$ cat config.mk
export PLATFORM = sky130hd
export DESIGN_NAME = emon_monitor
export DESIGN_NICKNAME = d
export VERILOG_FILES = /design/src/logic/emon_pkg.sv /design/src/logic/emon_monitor.sv
export VERILOG_INCLUDE_DIRS = /design/src /design/src/logic
export SDC_FILE = /design/constraint.sdc
export NUM_CORES = 1
export LEC_CHECK = 0
export BUFFER_PORTS_ARGS = -buffer_cell sky130_fd_sc_hd__buf_4
export CORE_AREA = 2 2 166 168
export CTS_CLUSTER_SIZE = 40
export DETAILED_ROUTE_END_ITERATION = 10
export DIE_AREA = 0 0 168 170
export PLACE_DENSITY_LB_ADDON = 0.05
export SYNTH_ARGS = -nofsm -noshare
export SYNTH_HDL_FRONTEND = slang
export SYNTH_SLANG_ARGS = --single-unit
$ cat constraint.sdc
create_clock -name MCLK -period 8.2 [get_ports MCLK]
set_clock_uncertainty 0.1 [all_clocks]
set_input_delay 1.64 -clock MCLK [delete_from_list [all_inputs] [get_ports MCLK]]
set_output_delay 1.64 -clock MCLK [all_outputs]
set_load 0.02 [all_outputs]
$ cat src/logic/emon_consts.svh
`ifndef EMON_CONSTS_SVH
`define EMON_CONSTS_SVH

// Register byte offsets on the bus.
`define EMON_OFF_CTRL      8'h00
`define EMON_OFF_LOW_THR   8'h04
`define EMON_OFF_HIGH_THR  8'h08
`define EMON_OFF_FC_THR    8'h0c
`define EMON_OFF_STATUS    8'h10

// Field positions inside the threshold and status words.
`define EMON_MAX_LSB       16
`define EMON_RST_TH_LSB    4
`define EMON_FAIL_BIT      4
`define EMON_RST_FAIL_BIT  5
`define EMON_ERR_LVL_BIT   8

// Reset values, and the ceiling of the failure count.
`define EMON_CTRL_RST      4'h0
`define EMON_LMIN_RST      16'h0004
`define EMON_LMAX_RST      16'h0020
`define EMON_HMIN_RST      16'h0004
`define EMON_HMAX_RST      16'h0020
`define EMON_DRV_TH_RST    4'h5
`define EMON_RST_TH_RST    4'h7
`define EMON_FC_RST        4'h0
`define EMON_FC_MAX        4'hf

// Time base: one duration step of the pulse counter.
`define EMON_MCLK_PERIOD_NS 5
`define EMON_TICK_NS        1000

`endif

$ cat src/logic/emon_pkg.sv
package emon_pkg;

    // Operating state of the surrounding device.
    typedef enum logic [1:0] {
        DEV_RESET,
        DEV_DIAGNOSTIC,
        DEV_ACTIVE,
        DEV_SAFE
    } emon_dev_state_t;

    // Monitor sequencing states.
    typedef enum logic [2:0] {
        MON_IDLE,
        MON_WAIT_FALL,
        MON_STARTUP,
        MON_WAIT_EDGE,
        MON_PHASE1,
        MON_PHASE2
    } emon_mon_state_t;

    // Software control word.
    typedef struct packed {
        logic drive_req;
        logic rst_en;
        logic mode;
        logic enable;
    } emon_ctrl_t;

    // Phase bounds, in time-base steps.
    typedef struct packed {
        logic [15:0] max;
        logic [15:0] min;
    } emon_bounds_t;

endpackage

$ cat src/logic/emon_monitor.sv
`include "emon_consts.svh"

module emon_monitor
    import emon_pkg::*;
#(
    parameter int DUR_W = 16
) (
    input  wire logic            MCLK,
    input  wire logic            RESETN,
    input  wire logic            HSEL,
    input  wire logic [31:0]     HADDR,
    input  wire logic [1:0]      HTRANS,
    input  wire logic            HWRITE,
    input  wire logic [2:0]      HSIZE,
    input  wire logic [31:0]     HWDATA,
    input  wire logic            HREADY,
    output logic      [31:0]     HRDATA,
    output logic                 HREADYOUT,
    output logic                 HRESP,
    input  wire logic            ERR_IN,
    input  wire emon_dev_state_t DEV_STATE,
    input  wire logic            SELF_TEST_DONE,
    output logic                 SAFE_REQ,
    output logic                 RESET_REQ,
    output logic                 ENABLE_DRIVE,
    output logic                 HOST_RESET_OUT,
    output logic                 HOST_RESET_OE
);

    localparam int TICK_CYCLES = `EMON_TICK_NS / `EMON_MCLK_PERIOD_NS;
    localparam int CW          = DUR_W + 1;

    // The threshold fields are 16 bits wide, so DUR_W cannot be wider; the counter carries one bit more.
    initial begin
        if (DUR_W < 2 || DUR_W > 16) begin
            $error("DUR_W must lie between 2 and 16");
        end
        if (TICK_CYCLES < 1 || TICK_CYCLES > 256) begin
            $error("Time base step must lie between 1 and 256 clocks");
        end
    end

    // Software-visible state.
    emon_ctrl_t   ctrl;
    emon_bounds_t low_thr;
    emon_bounds_t high_thr;
    logic [3:0]   drv_th;
    logic [3:0]   rst_th;
    logic [3:0]   fc;
    logic         fail_flag;
    logic         rst_fail_flag;

    // Bus data phase bookkeeping.
    logic         wr_pend;
    logic [7:0]   wr_addr;

    // Error input synchroniser and edge history.
    logic         err_s1;
    logic         err_s2;
    logic         err_q;

    // Monitor sequencing.
    emon_mon_state_t state;
    emon_mon_state_t next_state;
    logic [CW-1:0]   dur;
    logic [CW-1:0]   next_dur;
    logic            lvl;
    logic            next_lvl;
    logic            ev_err;
    logic            ev_ok;
    logic [7:0]      pre;
    logic            mode_q;
    logic            en_q;
    emon_dev_state_t dev_q;

    // Bus address phase decode; the slave never waits and always answers OKAY.
    wire        addr_take = HSEL & HTRANS[1] & HREADY;
    wire [7:0]  a_off     = HADDR[7:0];
    wire        hit_ctrl  = a_off == `EMON_OFF_CTRL;
    wire        hit_low   = a_off == `EMON_OFF_LOW_THR;
    wire        hit_high  = a_off == `EMON_OFF_HIGH_THR;
    wire        hit_fcth  = a_off == `EMON_OFF_FC_THR;
    wire        hit_stat  = a_off == `EMON_OFF_STATUS;
    wire [31:0] stat_word = {23'h0, err_s2, 2'h0, rst_fail_flag, fail_flag, fc};
    wire [31:0] rd_word   = hit_ctrl ? {28'h0, ctrl} :
                            hit_low  ? low_thr :
                            hit_high ? high_thr :
                            hit_fcth ? {24'h0, rst_th, drv_th} :
                            hit_stat ? stat_word : 32'h0;
    wire        wr_ctrl   = wr_pend & (wr_addr == `EMON_OFF_CTRL);
    wire        wr_low    = wr_pend & (wr_addr == `EMON_OFF_LOW_THR);
    wire        wr_high   = wr_pend & (wr_addr == `EMON_OFF_HIGH_THR);
    wire        wr_fcth   = wr_pend & (wr_addr == `EMON_OFF_FC_THR);

    assign HREADYOUT = 1'b1;
    assign HRESP     = 1'b0;

    // Address phase capture and read data; read data are prepared in the
    // address phase so that they come from flip-flops in the data phase.
    always_ff @(posedge MCLK or negedge RESETN) begin
        if (!RESETN) begin
            wr_pend <= 1'b0;
            wr_addr <= 8'h00;
            HRDATA  <= 32'h0;
        end else begin
            wr_pend <= addr_take & HWRITE;
            wr_addr <= a_off;
            HRDATA  <= (addr_take & ~HWRITE) ? rd_word : 32'h0;
        end
    end

    // Configuration registers, written in the data phase.
    always_ff @(posedge MCLK or negedge RESETN) begin
        if (!RESETN) begin
            ctrl     <= emon_ctrl_t'(`EMON_CTRL_RST);
            low_thr  <= {`EMON_LMAX_RST, `EMON_LMIN_RST};
            high_thr <= {`EMON_HMAX_RST, `EMON_HMIN_RST};
            drv_th   <= `EMON_DRV_TH_RST;
            rst_th   <= `EMON_RST_TH_RST;
        end else begin
            if (wr_ctrl) ctrl <= emon_ctrl_t'(HWDATA[3:0]);
            if (wr_low) low_thr <= HWDATA;
            if (wr_high) high_thr <= HWDATA;
            if (wr_fcth) begin
                drv_th <= HWDATA[3:0];
                rst_th <= HWDATA[`EMON_RST_TH_LSB +: 4];
            end
        end
    end

    // Two flops before anything reads the pin; err_q is the third stage for edges.
    always_ff @(posedge MCLK or negedge RESETN) begin
        if (!RESETN) begin
            err_s1 <= 1'b1;
            err_s2 <= 1'b1;
            err_q  <= 1'b1;
        end else begin
            err_s1 <= ERR_IN;
            err_s2 <= err_s1;
            err_q  <= err_s2;
        end
    end

    wire rise     = err_s2 & ~err_q;
    wire fall     = ~err_s2 & err_q;
    wire any_edge = rise | fall;

    // Time base prescaler; a free-running step costs up to one step of accuracy.
    wire tick = pre == 8'(TICK_CYCLES - 1);

    always_ff @(posedge MCLK or negedge RESETN) begin
        if (!RESETN) begin
            pre <= 8'h00;
        end else begin
            pre <= tick ? 8'h00 : 8'(pre + 8'h01);
        end
    end

    // Bounds of the phase now being measured, and the start-up timeout.
    wire [CW-1:0] lmin_w     = CW'(low_thr.min[DUR_W-1:0]);
    wire [CW-1:0] lmax_w     = CW'(low_thr.max[DUR_W-1:0]);
    wire [CW-1:0] hmin_w     = CW'(high_thr.min[DUR_W-1:0]);
    wire [CW-1:0] hmax_w     = CW'(high_thr.max[DUR_W-1:0]);
    wire [CW-1:0] startup_to = CW'(lmax_w + hmax_w);
    wire [CW-1:0] cur_min    = lvl ? hmin_w : lmin_w;
    wire [CW-1:0] cur_max    = lvl ? hmax_w : lmax_w;
    wire          too_long   = dur > cur_max;
    wire          in_bounds  = ~ctrl.mode | (dur >= cur_min);
    wire [CW-1:0] dur_inc    = (dur == {CW{1'b1}}) ? dur : CW'(dur + 1'b1);

    // Monitor sequencing; a fresh event starts after every verdict.
    always_comb begin
        next_state = state;
        next_lvl   = lvl;
        next_dur   = tick ? dur_inc : dur;
        ev_err     = 1'b0;
        ev_ok      = 1'b0;
        unique case (state)
            MON_IDLE: begin
                next_dur = '0;
                if (ctrl.enable) begin
                    if (ctrl.mode) begin
                        next_state = MON_WAIT_EDGE;
                    end else begin
                        next_state = err_s2 ? MON_WAIT_FALL : MON_STARTUP;
                    end
                end
            end
            MON_WAIT_FALL: begin
                next_dur = '0;
                if (fall) begin
                    next_state = MON_PHASE1;
                    next_lvl   = 1'b0;
                end
            end
            MON_STARTUP: begin
                if (rise) begin
                    next_state = MON_WAIT_FALL;
                end else if (dur > startup_to) begin
                    ev_err   = 1'b1;
                    next_dur = '0;
                end
            end
            MON_WAIT_EDGE: begin
                if (any_edge) begin
                    next_state = MON_PHASE1;
                    next_lvl   = err_s2;
                    next_dur   = '0;
                end else if (dur > startup_to) begin
                    ev_err   = 1'b1;
                    next_dur = '0;
                end
            end
            MON_PHASE1: begin
                if (any_edge) begin
                    next_dur = '0;
                    next_lvl = err_s2;
                    if (!ctrl.mode) begin
                        ev_ok      = 1'b1;
                        next_state = MON_WAIT_FALL;
                    end else if (in_bounds) begin
                        next_state = MON_PHASE2;
                    end else begin
                        ev_err = 1'b1;
                    end
                end else if (too_long) begin
                    ev_err   = 1'b1;
                    next_dur = '0;
                end
            end
            MON_PHASE2: begin
                if (any_edge) begin
                    next_dur   = '0;
                    next_lvl   = err_s2;
                    next_state = MON_PHASE1;
                    ev_ok      = in_bounds;
                    ev_err     = ~in_bounds;
                end else if (too_long) begin
                    ev_err     = 1'b1;
                    next_dur   = '0;
                    next_state = MON_PHASE1;
                end
            end
        endcase
    end

    // Events that restart the cycle, clear the count, or clear the flags.
    wire reset_entry    = (DEV_STATE == DEV_RESET) & (dev_q != DEV_RESET);
    wire diag_from_safe = (DEV_STATE == DEV_DIAGNOSTIC) & (dev_q == DEV_SAFE);
    wire mode_chg       = ctrl.mode != mode_q;
    wire en_rise        = ctrl.enable & ~en_q;
    wire en_fall        = ~ctrl.enable & en_q;
    wire restart        = reset_entry | SELF_TEST_DONE | mode_chg | ~ctrl.enable;
    wire flag_clear     = reset_entry | SELF_TEST_DONE | mode_chg | en_fall;
    wire fc_clear       = flag_clear | en_rise | diag_from_safe;

    always_ff @(posedge MCLK or negedge RESETN) begin
        if (!RESETN) begin
            state  <= MON_IDLE;
            dur    <= '0;
            lvl    <= 1'b1;
            mode_q <= 1'b0;
            en_q   <= 1'b0;
            dev_q  <= DEV_RESET;
        end else begin
            state  <= restart ? MON_IDLE : next_state;
            dur    <= restart ? '0 : next_dur;
            lvl    <= next_lvl;
            mode_q <= ctrl.mode;
            en_q   <= ctrl.enable;
            dev_q  <= DEV_STATE;
        end
    end

    // Failure counter, saturating at both ends.
    wire [3:0] fc_up   = (fc == `EMON_FC_MAX) ? fc : 4'(fc + 4'h1);
    wire [3:0] fc_down = (fc == 4'h0) ? fc : 4'(fc - 4'h1);
    wire       mon_err = ev_err & ~restart;
    wire       mon_ok  = ev_ok & ~restart;

    always_ff @(posedge MCLK or negedge RESETN) begin
        if (!RESETN) begin
            fc <= `EMON_FC_RST;
        end else if (fc_clear) begin
            fc <= `EMON_FC_RST;
        end else if (mon_err) begin
            fc <= fc_up;
        end else if (mon_ok) begin
            fc <= fc_down;
        end
    end

    // Threshold evaluation. Nothing trips in SAFE, so a crossing there is idle.
    wire in_active  = DEV_STATE == DEV_ACTIVE;
    wire in_diag    = DEV_STATE == DEV_DIAGNOSTIC;
    wire over_drv   = fc > drv_th;
    wire over_rst   = fc > rst_th;
    wire rst_le_drv = rst_th <= drv_th;
    wire safe_trip  = ~ctrl.rst_en & ((in_active & over_drv) | ((in_active | in_diag) & over_rst));
    wire reset_trip = ctrl.rst_en & over_rst & (in_diag | (in_active & rst_le_drv));
    wire drive_ok   = ctrl.drive_req & (in_active | in_diag) & ~over_drv & ~safe_trip;

    // Requests and flags; a trip in the same cycle as a clear keeps the flag set.
    always_ff @(posedge MCLK or negedge RESETN) begin
        if (!RESETN) begin
            SAFE_REQ      <= 1'b0;
            RESET_REQ     <= 1'b0;
            ENABLE_DRIVE  <= 1'b0;
            fail_flag     <= 1'b0;
            rst_fail_flag <= 1'b0;
        end else begin
            SAFE_REQ      <= safe_trip;
            RESET_REQ     <= reset_trip;
            ENABLE_DRIVE  <= drive_ok;
            fail_flag     <= (safe_trip | reset_trip) | (fail_flag & ~flag_clear);
            rst_fail_flag <= (safe_trip | reset_trip) | (rst_fail_flag & ~flag_clear);
        end
    end

    // Open-drain host reset: only ever pulls low.
    assign HOST_RESET_OUT = 1'b0;
    assign HOST_RESET_OE  = RESET_REQ;

    property p_disabled_idle;
        @(posedge MCLK) disable iff (!RESETN)
        !ctrl.enable |=> state == MON_IDLE;
    endproperty
    a_disabled_idle: assert property (p_disabled_idle)
        else $error("Monitor left idle while disabled");

    property p_err_count;
        @(posedge MCLK) disable iff (!RESETN)
        (mon_err && !fc_clear && fc != `EMON_FC_MAX) |=> fc == 4'($past(fc) + 4'h1);
    endproperty
    a_err_count: assert property (p_err_count)
        else $error("Failure count did not rise after an error");

    property p_ok_count;
        @(posedge MCLK) disable iff (!RESETN)
        (mon_ok && !fc_clear && fc != 4'h0) |=> fc == 4'($past(fc) - 4'h1);
    endproperty
    a_ok_count: assert property (p_ok_count)
        else $error("Failure count did not fall after correct signalling");

    property p_saturate;
        @(posedge MCLK) disable iff (!RESETN)
        (fc == `EMON_FC_MAX && !fc_clear && !mon_ok) |=> fc == `EMON_FC_MAX;
    endproperty
    a_saturate: assert property (p_saturate)
        else $error("Failure count wrapped past fifteen");

    property p_safe_trip;
        @(posedge MCLK) disable iff (!RESETN)
        (in_active && !ctrl.rst_en && over_drv) |=> SAFE_REQ && !ENABLE_DRIVE && fail_flag && rst_fail_flag;
    endproperty
    a_safe_trip: assert property (p_safe_trip)
        else $error("Drive threshold crossing did not force safe");

    property p_reset_diag;
        @(posedge MCLK) disable iff (!RESETN)
        (in_diag && ctrl.rst_en && over_rst) |=> RESET_REQ && HOST_RESET_OE && fail_flag;
    endproperty
    a_reset_diag: assert property (p_reset_diag)
        else $error("Reset threshold crossing did not pull host reset");

    property p_no_active_reset;
        @(posedge MCLK) disable iff (!RESETN)
        (in_active && !rst_le_drv) |=> !RESET_REQ;
    endproperty
    a_no_active_reset: assert property (p_no_active_reset)
        else $error("Reset requested from active with reset threshold above drive threshold");

    property p_self_test_clear;
        @(posedge MCLK) disable iff (!RESETN)
        (SELF_TEST_DONE && !safe_trip && !reset_trip) |=> fc == `EMON_FC_RST && !fail_flag && state == MON_IDLE;
    endproperty
    a_self_test_clear: assert property (p_self_test_clear)
        else $error("Self-test completion did not reinitialise the monitor");

    property p_startup_timeout;
        @(posedge MCLK) disable iff (!RESETN)
        (state == MON_STARTUP && !rise && dur > startup_to && !restart) |=> dur == '0 && $past(mon_err);
    endproperty
    a_startup_timeout: assert property (p_startup_timeout)
        else $error("Start-up timeout did not flag an error and restart");

endmodule

==> results of run 1 <==
[routing by layer]
metal,wire (um),share of wire
met1,10100,0.43
met2,12400,0.53
met3,684,0.029
met4,301,0.013
met5,0,0
[per-stage QoR]
step                      utilization  area [sq um]  hold WS, ns
after floorplan                     -          9280        0.245
after global placement          0.385         10300        0.248
after detailed placement        0.385         10300        0.248
after CTS                       0.407         10800        0.259
after global routing            0.407         10800        0.265
final                           0.407         10800        0.257
[state kept, by name (all words and copies together) (netlist names), 4 cells and up]
signal,flops
lmax_w,16
HRDATA,32
fc,4
lmin_w,16
rst_th,4
ctrl,4
drv_th,4
dur,17
high_thr,32
wr_addr,8
pre,8
[cell type report]
type / instances / share of cell area
multi-input combinational: 626 / 0.459
sequential: 162 / 0.375
timing repair buffer: 91 / 0.0633
tap: 341 / 0.0393
clock buffer: 17 / 0.0392
clock inverter: 15 / 0.0146
inverter: 28 / 0.00969
[power breakdown]
part | leakage [nW] | total, W | switching [W] | internal, W
logic | 2.57 | 0.000351 | 0.000200 | 0.000151
clock network | 0.281 | 0.000798 | 0.000389 | 0.000408
registers | 2.08 | 0.000858 | 0.0000315 | 0.000827
total | 4.93 | 0.00201 | 0.000621 | 0.00139
[cells in the final DEF (no fill, tap or decap), drive strengths merged, types with 6 or more instances in the layout]
cell type  count
a21o          14
a21oi         45
a22oi         34
and3           7
buf           91
clkbuf        17
dfrtp        149
dfstp         13
ha            86
inv           36
mux2          79
mux2i         32
nand2         33
nand2b        13
nand3         22
nand4         12
nor2          74
nor2b         13
nor3          21
nor4           6
o21ai         27
xnor2         22
xor2          11
[logic make-up after synthesis]
logic type / share of synthesized area
DFF: 0.439
adders and majority gates: 0.120
and+or+nand+nor: 0.128
muxes: 0.130
xor gates and xnor gates: 0.0312
AOI/OAI and AO/OA: 0.125
buffers and inverters: 0.0259
other: 0.000810
[critical path, delay by kind of cell (launching register included)]
family / cells / cell delay, ns
buffers and inverters: 1 / 0.13
AOI/OAI and AO/OA: 12 / 2.76
DFF: 1 / 0.41
and+or+nand+nor: 9 / 0.91
adders and majority gates: 4 / 1.23
[path summary, 6_finish.rpt]
check / end / slack (ns) / cells after the start
worst min-delay path: err_s2$_DFF_PN1_ / 0.26 / 0
worst max register to register: fc[3]$_DFFE_PN0P_ / 2.56 / 26
max in group asynchronous: lmin_w[1]$_DFFE_PN0P_ / 5.41 / 2
worst min register to register: err_s2$_DFF_PN1_ / 0.26 / 0
worst max-delay path: fc[3]$_DFFE_PN0P_ / 2.56 / 26
min in group asynchronous: HRDATA[27]$_DFF_PN0_ / 1.20 / 1
==> reports/summary.txt, run 1 <==
Iteration-0 DRC Markers: 274
CTS Buffer Depth: 2
Mapped Avg Cell Area: 11.0 sq um
Minimum clock period: 5.64 ns
TritonCTS clock tree: yes
Total Power: 0.00201 W
Row cnt: 60
Critical Path Start Type: flop
Pleak: 4.93 nW
Layout cells sized above 1: 0.258
Top Usage Layer GRT: met2
Final wirelength: 23,500 um
Residual DRC: 0
Cts hold-fix bufs: 0
Tot GR Track Use: 0.172
Core ar.: 0.0267 sq mm
H-tree levels: 4
DP Cell Count: 1,248
Reg area: 0.00407 sq mm
Met3 Usage GRT: 0.0314
Clock transition at path regs: 0.07 ns
R2r startpoint: high_thr[16]$_DFFE_PN0P_
Vias post-DR: 6,789
Die ar.: 0.0286 sq mm
Unrepaired setup endpoints after global routing: false
Library cells used by synthesis: 73
Pre-CTS WS: 2.53 ns
Layout Nets: 1,092
Final setup violation count: 0
Setup crit end kind: flop
Pre-Repair DR Iteration Count: 5
Routed Antenna Nets: 0
Via-to-Cell Ratio: 5.30
Synth area leader: dfrtp_1
Cts bufs inserted: 17
Worst Path Required: 8.43 ns
Register area share after synthesis: 0.439
Io pins: 117
Synth top area share: 0.402
Slowest CP cell: dfrtp_1
Clock Sinks: 162
GPL Wtd Cong: 0.824
Main flop type after synthesis: dfrtp_1
Warnings from Yosys: 0
Crit path DAT: 5.88 ns
Crit Path Max Fanout: 4
Hold crit path type: reg2reg
Outcome: complete, no violations
Initial core utilization: 0.348
Post_cts resized: 0
FMAX: 177 MHz
Layout fillers: 2,549
Async SR Flop Fraction: 1.00
Crit Path Category: reg2reg
Remaining global-route overflow: 0
Max Slew Vio Count: 0
Post-Synthesis Cells: 843
Final hold vios: 0
Synth top area cells: dfrtp_1, ha_1, mux2_2
Met2 GRT Util: 0.314
WL/cell: 18.4 um
Setup bufs post-CTS: 0
Slowest stage delay, CP: 0.41 ns
Clk Latency, worst-skew pair: 0.44 ns
CTS root buffer: clkbuf_16
Post-synth EDFFs: 0
Yosys reg bits: 162
Die Width: 168 um
Antenna cells: 0
Final setup margin: 2.56 ns
Setup TNS: 0 ns
VDD IR max: 0.107 mV
Area delta synth->final: 17.0%
Largest net degree at the start of global routing: 98
Pwr/cell area: 185 mW/mm^2
Area occupied by multi-input gates: 0.00497 sq mm
Max cap viols: 0
GR Layer Usage met1: 0.207
Most frequent cell after synthesis: dfrtp_1
Actual slew at the worst max-slew pin: 0.905 ns
First-pass GRT wire length: 38,300 um
Hold_sp: err_s1$_DFF_PN1_
Crit share post-route: 0.688
Post-Layout Cell Count: 1,280
Vias in the first global route: 7,170
Port bufs: 85
Most frequent cells after synthesis: dfrtp_1, ha_1, mux2_2
Mapped cell area: 0.00927 sq mm
Slew Limit Headroom: 0.397
Final HPWL DP: 17,100 um
Die H: 170 um
Initial antenna violation count: 0
Worst Setup SP: high_thr[16]$_DFFE_PN0P_
Note: power is estimated with default switching activity, not from simulation.
==> run 2: changes to the inputs <==
==> constraint.sdc (replaced) <==
create_clock -name MCLK -period 4.95 [get_ports MCLK]
set_clock_uncertainty 0.1 [all_clocks]
set_input_delay 0.99 -clock MCLK [delete_from_list [all_inputs] [get_ports MCLK]]
set_output_delay 0.99 -clock MCLK [all_outputs]
set_load 0.02 [all_outputs]
==> run 2 against run 1 <==
  * Cell count grew 2.1%
  * Clock power up 68%
  * Register-to-register slack worse by 2.5 ns
  * Via count grew 1.9%
==> reports/summary.txt, run 2 (same netlist as run 1, synthesis figures left out) <==
Outcome: complete, no violations
Cts bufs inserted: 17
FMAX: 206 MHz
Pre-CTS WS: -0.350 ns
Layout fillers: 2,538
Cts hold-fix bufs: 0
Residual DRC: 0
Clock transition at path regs: 0.08 ns
Remaining global-route overflow: 0
Crit share post-route: 0.981
Die ar.: 0.0286 sq mm
Final wirelength: 23,800 um
Final setup violation count: 0
Worst Path Required: 5.16 ns
Routed Antenna Nets: 0
Clk Latency, worst-skew pair: 0.43 ns
Tot GR Track Use: 0.173
Layout cells sized above 1: 0.296
GPL Wtd Cong: 0.808
Core ar.: 0.0267 sq mm
Layout Nets: 1,119
Via-to-Cell Ratio: 5.29
Minimum clock period: 4.86 ns
Final setup margin: 0.0922 ns
Die Width: 168 um
Initial antenna violation count: 0
Pleak: 5.09 nW
Largest net degree at the start of global routing: 94
Io pins: 117
Unrepaired setup endpoints after global routing: true
Vias in the first global route: 7,245
Max Slew Vio Count: 0
Final HPWL DP: 17,600 um
VDD IR max: 0.199 mV
Clock Sinks: 162
Final Core Density: 0.420
Total Power: 0.00338 W
CTS root buffer: clkbuf_16
H-tree levels: 4
Slew Limit Headroom: 0.336
Die H: 170 um
Iteration-0 DRC Markers: 320
R2r setup slk: 0.09 ns
Largest regs: HRDATA x32, high_thr x32, dur x17
Pre-Repair DR Iteration Count: 4
Hold crit path type: reg2reg
Final hold vios: 0
Max cap viols: 0
CTS Buffer Depth: 2
Critical Path Start Type: flop
Port bufs: 85
First-pass GRT wire length: 39,000 um
Area delta synth->final: 20.7%
WL/cell: 18.2 um
Setup TNS: 0 ns
Antenna cells: 0
Vias post-DR: 6,916
Setup crit end kind: flop
Crit path DAT: 5.07 ns
Row cnt: 60
Commonest non-fill, non-tap cell in the layout: dfrtp_1
Initial core utilization: 0.348
Crit Path Max Fanout: 2
Pwr/cell area: 302 mW/mm^2
Actual slew at the worst max-slew pin: 0.989 ns
Most frequent cells in the layout: dfrtp_1, buf_4, ha_1, mux2_2, nor2_1
Crit Path Category: reg2reg
TritonCTS clock tree: yes
==> run 2: stage by stage <==
stage               instances  hold slack (ns)  cell area (sq um)
detailed placement       1271            0.251              10400
CTS                      1306            0.263              11100
finish                   1307            0.260              11200
global placement         1271            0.249              10400
floorplan                 844            0.245               9280
global route             1307            0.267              11200
==> run 2: path summary, 6_finish.rpt <==
kind,cells after the start,from,endpoint
worst min register to register,0,err_s1$_DFF_PN1_,err_s2$_DFF_PN1_
min in group asynchronous,1,RESETN,HRDATA[27]$_DFF_PN0_
worst min-delay path,0,err_s1$_DFF_PN1_,err_s2$_DFF_PN1_
worst max register to register,26,lmax_w[0]$_DFFE_PN0P_,fc[3]$_DFFE_PN0P_
max in group asynchronous,2,RESETN,drv_th[0]$_DFFE_PN1P_
worst max-delay path,26,lmax_w[0]$_DFFE_PN0P_,fc[3]$_DFFE_PN0P_
==> run 2: critical path, cell delays in order (launching register included) <==
cell and delay [ns]:
dfrtp_1 0.41, ha_4 0.18, fa_2 0.37, a21oi_2 0.17
o21ai_2 0.07, o41a_1 0.40, nand4_1 0.12, nand3_2 0.11
o41ai_4 0.25, o21a_1 0.22, nor2_2 0.05, a211oi_2 0.20
ha_1 0.27, nand4_1 0.10, nor2_1 0.07, nand4_1 0.11
nand2_1 0.08, o21ai_2 0.19, nand3_2 0.11, o31ai_4 0.08
inv_2 0.09, ha_4 0.23, a21o_1 0.15, a21oi_2 0.13
buf_4 0.14, mux2i_2 0.22, a211oi_2 0.09
==> run 2: layout make-up <==
cell class / instances / area (sq um) / area share
well taps: 341 / 427 / 0.0381
flip-flops and latches: 162 / 4070 / 0.364
inverters: 28 / 105 / 0.00939
multi-input cells: 626 / 5090 / 0.454
repair buffers: 118 / 902 / 0.0806
clock inverters: 14 / 161 / 0.0144
clock buffers: 18 / 439 / 0.0392
==> run 2: power breakdown <==
| part | switching, W | internal (W) |
|---|---|---|
| Sequential | 0.0000730 | 0.00137 |
| Combinational | 0.000323 | 0.000271 |
| Clock | 0.000646 | 0.000694 |
==> run 2: layer usage <==
metal	up-vias	track usage	wire length [um]
met5	-	0	0
met4	0	0.0526	394
met3	21	0.0244	649
met2	111	0.310	12200
met1	3476	0.217	10600
li1	3308	-	-
==> run 2: repair_timing <==
item                       4_1_cts  5_1_grt
setup endpoints to repair        2        3
resized for setup               11       12
buffers inserted                 3        1
pin swaps                        7       21
